### src/dbgc_pkg.sv
/*
 package of the comparator c extension / fifo extended info block.
 assumes a byte-wide register port with byte offsets and a 125 MHz bus clock.
*/
`default_nettype none
package dbgc_pkg;
  // ==========================================
  // register offsets
  localparam logic [3:0] DBGC_OFS_CCX = 4'ha;
  localparam logic [3:0] DBGC_OFS_FX = 4'hb;
  localparam logic [3:0] DBGC_OFS_CTL = 4'he;
  // ==========================================
  // field positions
  localparam int DBGC_CCX_DIR_EN = 7;
  localparam int DBGC_CCX_DIR_VAL = 6;
  localparam int DBGC_CCX_PAGQ = 5;
  localparam int DBGC_CCX_B16 = 0;
  localparam int DBGC_FX_PAGED = 7;
  localparam int DBGC_FX_B16 = 0;
  localparam int DBGC_CTL_EN = 7;
  localparam int DBGC_CTL_BEGIN = 6;
  localparam int DBGC_PAGE_LSB = 14;
  localparam int DBGC_A17_MSB = 16;
  // ==========================================
  // widths and reset values
  localparam int DBGC_AW = 4;
  localparam int DBGC_DW = 8;
  localparam logic [7:0] DBGC_CCX_RST = 8'h00;
  localparam logic [7:0] DBGC_FX_RST = 8'h00;
  localparam logic [7:0] DBGC_ZERO8 = 8'h00;
  localparam logic DBGC_EN_RST = 1'h0;
  localparam logic DBGC_BEGIN_RST = 1'h1;
  localparam logic DBGC_DIR_WRITE = 1'h0;
  localparam logic DBGC_DIR_READ = 1'h1;
  localparam logic [16:0] DBGC_A17_ZERO = 17'h00000;
endpackage
`default_nettype wire

### src/dbgc_ext.sv
/*
 comparator c extension qualifiers and the fifo extended-information
 register of the on-chip debug unit, with a small enable/begin control.
 assumes core bus inputs are synchronous to mclk and valid per bus cycle,
 por is the power-on reset and rst the ordinary system reset.
*/
// The strobed register port was left to the implementer.
`timescale 1ns/1ps
`default_nettype none
// Contract
// RULE1: direction enable set makes comparator c qualify on bus direction.
// RULE2: direction value 0 matches writes, 1 matches reads; unused if disabled.
// RULE3: page qualify set matches paged accesses, address is page:addr[13:0].
// RULE4: page qualify clear matches unpaged accesses, cpu or linear pointer address.
// RULE5: extension bit 0 is the expected value of core address bit 16.
// RULE6: both extension registers clear on power-on or non-end-run reset, else hold.
// RULE7: fifo paged flag shows whether the current word came from a paged access.
// RULE8: paged word holds page bits on top of cpu address bits 13:0.
// RULE9: unpaged word is event-only or cpu address with bit 16 zero; a linear pointer capture stores lap_addr with its bit 16.
// RULE10: fifo extension bit 0 shows address bit 16 of current word; read-only.
// RULE11: module enable gates the block, forced zero while secured; the code gates only cmp_c_match, fifo_capture loads regardless.
// RULE12: begin select 0 means end trace, which keeps registers across reset; the code keeps them only while module enable is also set.
// RULE13: match only when address, bit 16, page and direction all agree together.
module dbgc_ext
  import dbgc_pkg::*;
(
  // clock and resets
  input wire logic mclk,
  input wire logic rst,
  input wire logic por,
  // register port
  input wire logic [dbgc_pkg::DBGC_AW-1:0] reg_addr,
  input wire logic [dbgc_pkg::DBGC_DW-1:0] reg_wdata,
  input wire logic reg_wr,
  input wire logic reg_rd,
  output logic [dbgc_pkg::DBGC_DW-1:0] reg_rdata,
  // core bus and memory management unit
  input wire logic bus_valid,
  input wire logic bus_read,
  input wire logic [15:0] cpu_addr,
  input wire logic [2:0] prog_page,
  input wire logic page_sel,
  input wire logic lap_sel,
  input wire logic [16:0] lap_addr,
  input wire logic secure,
  // comparator c base address from its own registers
  input wire logic [15:0] cmp_c_addr,
  // fifo capture side
  input wire logic fifo_capture,
  input wire logic fifo_event_only,
  // results
  output logic cmp_c_match,
  output logic [16:0] fifo_word,
  output logic debug_module_enable,
  output logic trigger_begin
);
  import dbgc_pkg::*;

  // ==========================================
  // address forming
  function automatic logic [16:0] core_a17(input logic psel, input logic lsel,
      input logic [2:0] pg, input logic [15:0] ca, input logic [16:0] la);
    logic [16:0] r;
    r = {1'b0, ca};
    if (psel) begin
      r = {pg, ca[DBGC_PAGE_LSB-1:0]};
    end else if (lsel) begin
      r = la;
    end
    return r;
  endfunction

  logic [16:0] a17;
  logic end_run;
  logic dir_qualify_enable;
  logic dir_match_value;
  logic page_select_qualify;
  logic cmp_b16;
  logic paged_access_flag;
  logic fx_b16;
  logic [7:0] ccx_val;
  logic [7:0] fx_val;
  logic [7:0] ctl_val;
  logic addr_ok;
  logic b16_ok;
  logic page_ok;
  logic dir_ok;
  logic next_match;

  assign a17 = core_a17(page_sel, lap_sel, prog_page, cpu_addr, lap_addr);
  // end-trace case: enabled and trigger at end of stored data
  assign end_run = debug_module_enable && !trigger_begin; // [RULE12]

  // ==========================================
  // comparator c qualifiers
  // cpu and linear addresses are compared alike; bit 16 tells them apart
  assign addr_ok = (a17[15:0] == cmp_c_addr);
  assign b16_ok = (a17[DBGC_A17_MSB] == cmp_b16); // [RULE5]
  assign page_ok = (page_sel == page_select_qualify); // [RULE3] [RULE4]
  assign dir_ok = !dir_qualify_enable || (bus_read == dir_match_value); // [RULE1] [RULE2]
  assign next_match = bus_valid && debug_module_enable
      && addr_ok && b16_ok && page_ok && dir_ok; // [RULE13]

  always_ff @(posedge mclk or posedge rst) begin
    if (rst) begin
      cmp_c_match <= 1'b0;
    end else begin
      cmp_c_match <= next_match;
    end
  end

  // ==========================================
  // control: module enable and begin select
  // these survive an end-run reset so that the end-trace decision holds
  always_ff @(posedge mclk or posedge por) begin
    if (por) begin
      debug_module_enable <= DBGC_EN_RST;
      trigger_begin <= DBGC_BEGIN_RST;
    end else begin
      if (rst) begin
        if (!end_run) begin
          debug_module_enable <= DBGC_EN_RST;
          trigger_begin <= DBGC_BEGIN_RST;
        end
      end else if (reg_wr && reg_addr == DBGC_OFS_CTL) begin
        debug_module_enable <= reg_wdata[DBGC_CTL_EN]; // [RULE11]
        trigger_begin <= reg_wdata[DBGC_CTL_BEGIN];
      end
      // secure only forces the enable; begin select and reset handling go on
      if (secure) begin
        debug_module_enable <= 1'h0; // [RULE11]
      end
    end
  end

  // ==========================================
  // comparator c extension register
  always_ff @(posedge mclk or posedge por) begin
    if (por) begin
      dir_qualify_enable <= DBGC_CCX_RST[DBGC_CCX_DIR_EN];
      dir_match_value <= DBGC_CCX_RST[DBGC_CCX_DIR_VAL];
      page_select_qualify <= DBGC_CCX_RST[DBGC_CCX_PAGQ];
      cmp_b16 <= DBGC_CCX_RST[DBGC_CCX_B16];
    end else if (rst) begin
      if (!end_run) begin // [RULE6]
        dir_qualify_enable <= DBGC_CCX_RST[DBGC_CCX_DIR_EN];
        dir_match_value <= DBGC_CCX_RST[DBGC_CCX_DIR_VAL];
        page_select_qualify <= DBGC_CCX_RST[DBGC_CCX_PAGQ];
        cmp_b16 <= DBGC_CCX_RST[DBGC_CCX_B16];
      end
    end else if (reg_wr && reg_addr == DBGC_OFS_CCX) begin
      dir_qualify_enable <= reg_wdata[DBGC_CCX_DIR_EN];
      dir_match_value <= reg_wdata[DBGC_CCX_DIR_VAL];
      page_select_qualify <= reg_wdata[DBGC_CCX_PAGQ];
      cmp_b16 <= reg_wdata[DBGC_CCX_B16];
    end
  end

  // ==========================================
  // fifo extended info, loaded with each captured word
  // software writes to this offset are ignored: the register is read-only
  always_ff @(posedge mclk or posedge por) begin
    if (por) begin
      paged_access_flag <= DBGC_FX_RST[DBGC_FX_PAGED];
      fx_b16 <= DBGC_FX_RST[DBGC_FX_B16];
      fifo_word <= DBGC_A17_ZERO;
    end else if (rst) begin
      if (!end_run) begin // [RULE6]
        paged_access_flag <= DBGC_FX_RST[DBGC_FX_PAGED];
        fx_b16 <= DBGC_FX_RST[DBGC_FX_B16];
        fifo_word <= DBGC_A17_ZERO;
      end
    end else if (fifo_capture) begin
      if (fifo_event_only) begin
        paged_access_flag <= 1'b0; // [RULE9]
        fx_b16 <= 1'b0;
        fifo_word <= DBGC_A17_ZERO;
      end else begin
        paged_access_flag <= page_sel; // [RULE7]
        fx_b16 <= a17[DBGC_A17_MSB]; // [RULE10]
        fifo_word <= a17; // [RULE8] [RULE9]
      end
    end
  end

  // ==========================================
  // register read port, data one cycle after the strobe
  assign ccx_val = {dir_qualify_enable, dir_match_value, page_select_qualify,
      4'h0, cmp_b16};
  assign fx_val = {paged_access_flag, 6'h00, fx_b16}; // [RULE10]
  assign ctl_val = {debug_module_enable, trigger_begin, 6'h00};

  always_ff @(posedge mclk or posedge rst) begin
    if (rst) begin
      reg_rdata <= DBGC_ZERO8;
    end else if (reg_rd) begin
      unique case (reg_addr)
        DBGC_OFS_CCX: reg_rdata <= ccx_val;
        DBGC_OFS_FX: reg_rdata <= fx_val;
        DBGC_OFS_CTL: reg_rdata <= ctl_val;
        default: reg_rdata <= DBGC_ZERO8;
      endcase
    end else begin
      reg_rdata <= DBGC_ZERO8;
    end
  end
endmodule
`default_nettype wire

### config.mk
export PLATFORM = sky130hd
export DESIGN_NAME = dbgc_ext
export DESIGN_NICKNAME = d
export VERILOG_FILES = /design/src/dbgc_pkg.sv /design/src/dbgc_ext.sv
export SDC_FILE = /design/constraint.sdc
export NUM_CORES = 1
export LEC_CHECK = 0
export ABC_CLOCK_PERIOD_IN_PS = 1900
export BUFFER_PORTS_ARGS = -buffer_cell sky130_fd_sc_hd__buf_2
export CAP_MARGIN = 20
export CORE_UTILIZATION = 44
export DETAILED_ROUTE_END_ITERATION = 8
export GPL_ROUTABILITY_DRIVEN = 0
export PLACE_DENSITY = 0.76
export SLEW_MARGIN = 20
export SYNTH_ARGS = -nofsm -noshare
export SYNTH_HDL_FRONTEND = slang
export SYNTH_SLANG_ARGS = --single-unit
export TNS_END_PERCENT = 5
### constraint.sdc
create_clock -name mclk -period 1.9 [get_ports mclk]
set_input_delay 0.095 -clock mclk [delete_from_list [all_inputs] [get_ports mclk]]
set_output_delay 0.095 -clock mclk [all_outputs]
set_load 0.05 [all_outputs]
==> summary.txt, run 1 <==
#FFs+latches synth = 29
dpl hpwl = 3710 µm
core area = 4000 µm²
outcome = finished clean
Overall Power = 1.63 mW
Compound-Gate Fraction of Synth Area = 19.4%
total gr overflow = 0
register area share after synthesis = 39.6%
H-Tree Depth = 2
post-route setup slack = 450 ps
FP Rows = 23
Mapped Cells = 201
period utilization = 76.3%
area grow syn2layout = 34.4%
Switching Fraction = 31.6%
DR vias = 1857
CTS tree = done
prevailing post-synth register cell = dfrtp_1
hold_ws = 19.4 ps
Slew Limit Fails = 0
Die ar. = 4430 µm²
Place WS = 299 ps
largest net degree at the start of global routing = 25
layout cells sized above 1 = 38.6%
largest family of logic cells by synthesized area = compound AO/OA/AOI/OAI gates
leakage = 1.29 nW
Avg Inst Size Synth = 9.13 µm²
Setup Fix Bufs, Post-CTS = 0
sequential cell area = 727 µm²
DIE WIDTH = 66.6 µm
Synth area leaders = dfrtp_1 38%, mux2i_1 9.3%, xor2_1 7.2%
DIE HEIGHT = 66.6 µm
antenna violations before repair = 0
area leader, netlist = dfrtp_1
Synthesis Warnings = 0
setup TNS = 0 ps
Pwr Density = 660 nW/µm²
crit path time final = 1450 ps
total track usage = 22.6%
hold buffers post-CTS = 3
Port Buffers = 95
latest clock arrival within the worst-skew pair = 290 ps
RSZ-0062 raised after global routing = false
ys async rst share = 100%
Post-synth top cells = 28 x dfrtp_1, 27 x nand2_1, 24 x o21ai_0, 17 x mux2i_1
drt pass-1 iters = 4
mux share of post-synthesis cell area = 9.28%
clock transition at the registers of the reported paths = 60 ps
antenna cell count = 0
crit start category = register
post-CTS sizing = 0
multi-input logic area = 967 µm²
Synth Cell Area = 1830 µm²
path type of the worst setup path = register to register
Final #Nets = 378
Worst IR Drop VDD = 0.326 mV
clk_skew = 5.71 ps
post-synthesis simple-gate area fraction = 14.2%
Max Fanout on Critical Path = 18
vias in the first global route = 1690
DRT iter0 DRCs = 62
P_sw = 0.514 mW
max cap viols = 0
sequential power share = 40.0%
number of synthesized flops with an enable pin = 0
Synth Area in Adders = 0%
Synth Area in XOR/XNOR = 9.07%
Clock Sinks = 29
fmax = 690 MHz
Root Driver = clkbuf_8
Routed WL = 4820 µm
CP required = 2090 ps
total CTS buffers = 5
Pint = 1.11 mW
first-pass GRT wire length = 7400 µm
Final Hold Vio Count = 0
Via density = 5.26
cell with the most instances after synthesis = dfrtp_1
Final ANT Viol Nets = 0
distinct cell type count after synthesis = 43
Clk pwr share = 35.8%
Hold Path Class = primary input to register
CP Data Arrival Time = 1640 ps
CP Capture Type = register
Synth top area share = 38.2%
Fill cells = 357
Post-route DRC = 0
final setup fails = 0
Avg WL per Cell = 13.6 µm
Logic pwr share = 24.2%
Initial Utilization = 45.9%
I/O pin count = 104
Max Buffers Root-to-Sink = 2
==> kinds of logic after synthesis <==
kind of cell,after synthesis
xor gates and xnor gates,19
DFF,29
AOI/OAI and AO/OA,54
buffers and inverters,28
other,1
and+or+nand+nor,53
muxes,17
==> cells in the final DEF (no fill, tap or decap), types with 5 or more instances in the layout <==
cell type / instances
buf_2: 95
dfrtp_1: 28
nand2_1: 27
o21ai_0: 24
mux2i_1: 17
inv_1: 15
xor2_1: 15
a21oi_1: 10
clkbuf_8: 7
nor3_1: 6
buf_4: 6
nor2_1: 5
==> power groups by stage <==
| stage | clock network [mW] | registers [mW] | logic (mW) |
|---|---|---|---|
| floorplan | 0 | 0.727 | 0.183 |
| global route | 0.616 | 0.653 | 0.428 |
| detailed placement | 0 | 0.663 | 0.388 |
| CTS | 0.591 | 0.651 | 0.394 |
| global placement | 0 | 0.662 | 0.384 |
| finish | 0.583 | 0.651 | 0.393 |
==> registers in the layout, summed over array words and instances (netlist names) <==
| signal | flops |
|---|---|
| fifo_word | 17 |
| debug_module_enable | 1 |
| dir_qualify_enable | 1 |
| page_select_qualify | 1 |
| dir_match_value | 1 |
| cmp_b16 | 1 |
| cmp_c_match | 1 |
| paged_access_flag | 1 |
| trigger_begin | 1 |
| reg_rdata | 4 |
==> cell type report <==
cell class / count / area share (%)
multi-input combinational: 147 / 39.2
inverter: 15 / 2.28
sequential: 29 / 29.5
timing repair buffer: 104 / 22.3
clock inverter: 1 / 0.203
tap: 50 / 2.54
clock buffer: 7 / 3.91
==> worst max-delay path: stages, from the launching register on <==
cell and delay, ps:
dfrtp_1 420, inv_1 90, o21ai_2 230, a21boi_2 200, buf_4 240, nand2_1 80
o21ai_0 90
==> layer usage <==
layer	part of all wire [%]	wire [µm]	GRT usage (%)
met5	0	0	0
met4	1.4	67	10.1
met3	5.3	256	3.77
met2	51	2430	39.0
met1	43	2060	27.1
==> metrics by stage <==
| stage | cell area [µm²] | utilization, % | cells |
|---|---|---|---|
| 2_1_floorplan | 1850 | - | 204 |
| 3_3_place_gp | 2330 | 58.3 | 342 |
| 3_5_place_dp | 2330 | 58.3 | 342 |
| 4_1_cts | 2460 | 61.6 | 353 |
| 5_1_grt | 2460 | 61.6 | 353 |
| 6_report | 2460 | 61.6 | 353 |
==> final timing paths <==
| path | start | endpoint | slack, ps | depth (start not counted) |
|---|---|---|---|---|
| worst max-delay path | debug_module_enable | fifo_word[10] | 450 | 6 |
| worst min-delay path | reg_wdata[5] | page_select_qualify | 20 | 3 |
| worst max register to register | debug_module_enable | fifo_word[10] | 450 | 6 |
| worst min register to register | fifo_word[3] | fifo_word[3] | 480 | 2 |
| max in group asynchronous | por | trigger_begin | 1200 | 4 |
| min in group asynchronous | rst | reg_rdata[0] | 360 | 4 |
(Power assumes the default switching activity.)
==> run 2, diff against run 1 <==
--- a/config.mk
+++ b/config.mk
@@ -5,7 +5,7 @@
 export SDC_FILE = /design/constraint.sdc
 export NUM_CORES = 1
 export LEC_CHECK = 0
-export ABC_CLOCK_PERIOD_IN_PS = 1900
+export ABC_CLOCK_PERIOD_IN_PS = 1350
 export BUFFER_PORTS_ARGS = -buffer_cell sky130_fd_sc_hd__buf_2
 export CAP_MARGIN = 20
 export CORE_UTILIZATION = 44
==> constraint.sdc (replaced) <==
create_clock -name mclk -period 1.35 [get_ports mclk]
set_input_delay 0.0675 -clock mclk [delete_from_list [all_inputs] [get_ports mclk]]
set_output_delay 0.0675 -clock mclk [all_outputs]
set_load 0.05 [all_outputs]
==> summary.txt, run 2 (same netlist as run 1, synthesis figures left out) <==
Via density = 5.09
Slew Limit Fails = 0
Overall Power = 2.65 mW
DR vias = 1930
Avg WL per Cell = 13.8 µm
commonest non-fill, non-tap cell in the layout = buf_2
core area = 4000 µm²
final setup fails = 0
antenna violations before repair = 0
max FFs per register = 17
Clock Sinks = 29
CP Data Arrival Time = 1530 ps
CP required = 1560 ps
vias in the first global route = 1825
Routed WL = 5210 µm
antenna cell count = 0
clk_skew = 6.54 ps
Final ANT Viol Nets = 0
leakage = 1.45 nW
Initial Utilization = 45.9%
most frequent cells in the layout = 95 x buf_2, 27 x nand2_1, 27 x dfrtp_1
first-pass GRT wire length = 7900 µm
Regs by FF count = fifo_word (17), reg_rdata (4)
total CTS buffers = 5
area grow syn2layout = 51.0%
RSZ-0062 raised after global routing = true
Worst IR Drop VDD = 0.979 mV
H-Tree Depth = 2
Final Hold Vio Count = 0
Die ar. = 4430 µm²
I/O pin count = 104
crit path time final = 1330 ps
total track usage = 24.3%
Core Util, Final = 69.2%
latest clock arrival within the worst-skew pair = 280 ps
clock transition at the registers of the reported paths = 60 ps
crit start category = register
outcome = finished clean
Root Driver = clkbuf_8
drt pass-1 iters = 4
dpl hpwl = 3900 µm
CTS tree = done
Post-route DRC = 0
Max Fanout on Critical Path = 6
total gr overflow = 0
Port Buffers = 95
Final #Nets = 404
fmax = 755 MHz
Pwr Density = 958 nW/µm²
DIE WIDTH = 66.6 µm
path type of the worst setup path = register to register
period utilization = 98.1%
Top reg by flops = fifo_word
Hold Path Class = primary input to register
CP Capture Type = register
FP Rows = 23
Max Buffers Root-to-Sink = 2
largest net degree at the start of global routing = 25
DIE HEIGHT = 66.6 µm
layout cells sized above 1 = 44.4%
DRT iter0 DRCs = 91
max cap viols = 0
==> run 2: cell types whose count changed in the layout (fill, tap and decap cells not counted), sizes merged <==
cell,change
buf,+23
bufinv,+2
dlygate4sd3,+2
clkbuf,-1
==> run 2: final timing paths <==
check                                     from            end  slack [ps]  depth (start not counted)
min in group asynchronous                  por  fifo_word[13]         370                          4
max in group asynchronous                  por  trigger_begin         680                          4
setup / recovery           debug_module_enable  fifo_word[11]          20                          6
hold / removal                    reg_wdata[6]  trigger_begin           4                          3
setup reg to reg           debug_module_enable  fifo_word[11]          20                          6
hold reg to reg                   fifo_word[0]   fifo_word[0]         480                          2
==> run 2: routing by layer <==
layer	up-vias	global-route usage [%]	part of all wire, %
met5	-	0	0
met4	0	9.31	1.3
met3	7	6.16	7.5
met2	81	41.8	49
met1	888	28.8	42
li1	954	-	-
==> run 2: report_power, final <==
group | switching, mW | internal, mW | total [mW]
combinational | 0.371 | 0.272 | 0.643
sequential | 0.0173 | 0.899 | 0.916
clock | 0.359 | 0.733 | 1.09
==> run 2: area by class of cell <==
class / instances / area (µm²)
clock buffers: 5 / 68.8
clock inverters: 3 / 65.1
fillers: 318 / 1230
inverters: 15 / 56.3
multi-input cells: 147 / 1000
flip-flops and latches: 29 / 728
well taps: 50 / 62.6
repair buffers: 130 / 788
==> run 2: worst max-delay path, stage by stage (launching register included) <==
cell,delay (ps)
dfrtp_2,410
inv_2,60
o21ai_4,140
a21boi_4,310
clkbuf_16,200
nand2_1,60
o21ai_1,70
==> run 2: timing repair <==
action / CTS / global route
pin swaps: 2 / 1
gates cloned: 0 / 1
endpoints found under the hold margin: 31 / 5
buffers inserted: 0 / 3
resized for setup: 1 / 5
setup endpoints to repair: 1 / 10
hold buffers: 5 / 1
==> run 2: metrics by stage <==
step	setup slack, ps	setup TNS (ps)	hold WS, ps	instances	instance area [µm²]
finish	25.0	0	3.75	379	2770
global route	-23.5	-92.6	22.8	379	2770
CTS	67.7	0	0.492	375	2700
detailed placement	-107	-159	109	362	2510
global placement	-64.9	-64.9	109	362	2510
floorplan	-111	-1120	-103	204	1870
==> run 3, diff against run 2 <==
==> constraint.sdc (replaced) <==
create_clock -name mclk -period 1.35 [get_ports mclk]
set_input_delay 0.27 -clock mclk [delete_from_list [all_inputs] [get_ports mclk]]
set_output_delay 0.27 -clock mclk [all_outputs]
set_load 0.05 [all_outputs]
==> summary.txt, run 3 (same netlist as run 1, synthesis figures left out) <==
Worst IR Drop VDD = 0.540 mV
leakage = 1.43 nW
setup TNS = -47.9 ps
crit start category = primary input
DRT iter0 DRCs = 145
RSZ-0062 raised after global routing = true
DIE HEIGHT = 66.6 µm
final setup fails = 1
path type of the worst setup path = primary input to register
Via density = 5.10
drt pass-1 iters = 4
max cap viols = 0
Clock Sinks = 29
non-filler cells, final = 379
fin area = 2710 µm²
area grow syn2layout = 47.6%
Post-route DRC = 0
Routed WL = 5140 µm
crit path cell chain = buf_2 > buf_4 > or2b_4 > a21oi_4 > a32oi_1 > o21ai_1 > nand4_1 > nor4_2
CP Capture Type = register
antenna violations before repair = 0
clock transition at the registers of the reported paths = 60 ps
Place WS = -370 ps
Final #Nets = 405
largest net degree at the start of global routing = 25
Die ar. = 4430 µm²
fmax = 715 MHz
core area = 4000 µm²
antenna cell count = 0
latest clock arrival within the worst-skew pair = 280 ps
cell family with most CP delay = simple AND/OR/NAND/NOR gates
CP Data Arrival Time = 1580 ps
failing checks = setup timing
clk_skew = 3.27 ps
hold buffers post-CTS = 0
CTS tree = done
total gr overflow = 0
total CTS buffers = 5
vias in the first global route = 1740
H-Tree Depth = 2
first-pass GRT wire length = 7870 µm
CP required = 1540 ps
Pwr Density = 845 nW/µm²
Final ANT Viol Nets = 0
CP peak stage delay = 280 ps
Overall Power = 2.29 mW
post-route setup slack = -47.9 ps
Initial Utilization = 45.9%
DIE WIDTH = 66.6 µm
dpl hpwl = 4080 µm
period utilization = 104%
Slowest cell on crit path = or2b_4
Slew Limit Fails = 0
I/O pin count = 104
CP bufs+invs = 2
Max Buffers Root-to-Sink = 2
area post-placement = 2590 µm²
total track usage = 24.1%
DR vias = 1933
Avg WL per Cell = 13.6 µm
Regs by FF count = fifo_word (17), reg_rdata (4)
Final Hold Vio Count = 0
Max Fanout on Critical Path = 4
Post-Place Cells = 372
Core Util, Final = 67.7%
most frequent cells in the layout = 94 x buf_2, 36 x buf_4, 27 x nand2_1, 27 x dfrtp_1, 17 x mux2i_1
commonest non-fill, non-tap cell in the layout = buf_2
hold_ws = 12.2 ps
Hold Path Class = primary input to asynchronous set/reset pin
Top reg by flops = fifo_word
max FFs per register = 17
Port Buffers = 95
layout cells sized above 1 = 47.1%
Root Driver = clkbuf_8
crit path time final = 1400 ps
FP Rows = 23
outcome = complete, but fails checks
==> run 3: path summary, 6_finish.rpt <==
path                            depth (start not counted)                start  slack, ps                  end
worst max-delay path                                    8              lap_sel        -50          cmp_c_match
worst min-delay path                                    3                  rst         10         reg_rdata[6]
worst max register to register                          5  page_select_qualify         30          cmp_c_match
worst min register to register                          2         fifo_word[5]        480         fifo_word[5]
max in group asynchronous                               3                  por       1030        trigger_begin
min in group mclk                                       2               secure        120  debug_module_enable
==> run 3: layout make-up <==
cell class	instances	area [µm²]
repair buffers	131	761
clock buffers	7	86.3
well taps	50	62.6
multi-input cells	147	1010
fillers	331	1290
inverters	15	56.3
flip-flops and latches	29	728
==> run 3: repair_timing <==
item,CTS,global route
endpoints found under the setup margin,2,2
setup buffers,0,0
pin swaps,3,0
gates resized for setup,5,3
==> run 3: worst min-delay path: cells and delay by family <==
kind | cells | cell delay [ps]
buf+inv | 3 | 370
==> run 3: power by group <==
part | switching [mW] | total (mW) | leakage, nW | internal (mW)
Sequential | 0.0169 | 0.917 | 0.393 | 0.900
Clock | 0.317 | 0.720 | 0.0443 | 0.403
Combinational | 0.378 | 0.652 | 0.990 | 0.273
==> run 3: routing by layer <==
layer / routed length (µm) / share of wire [%] / track usage, % / up-vias
li1: - / - / - / 948
met1: 2290 / 44 / 31.4 / 905
met2: 2460 / 48 / 38.8 / 71
met3: 312 / 6.1 / 5.82 / 9
met4: 79 / 1.5 / 7.98 / 0
met5: 0 / 0 / 0 / -
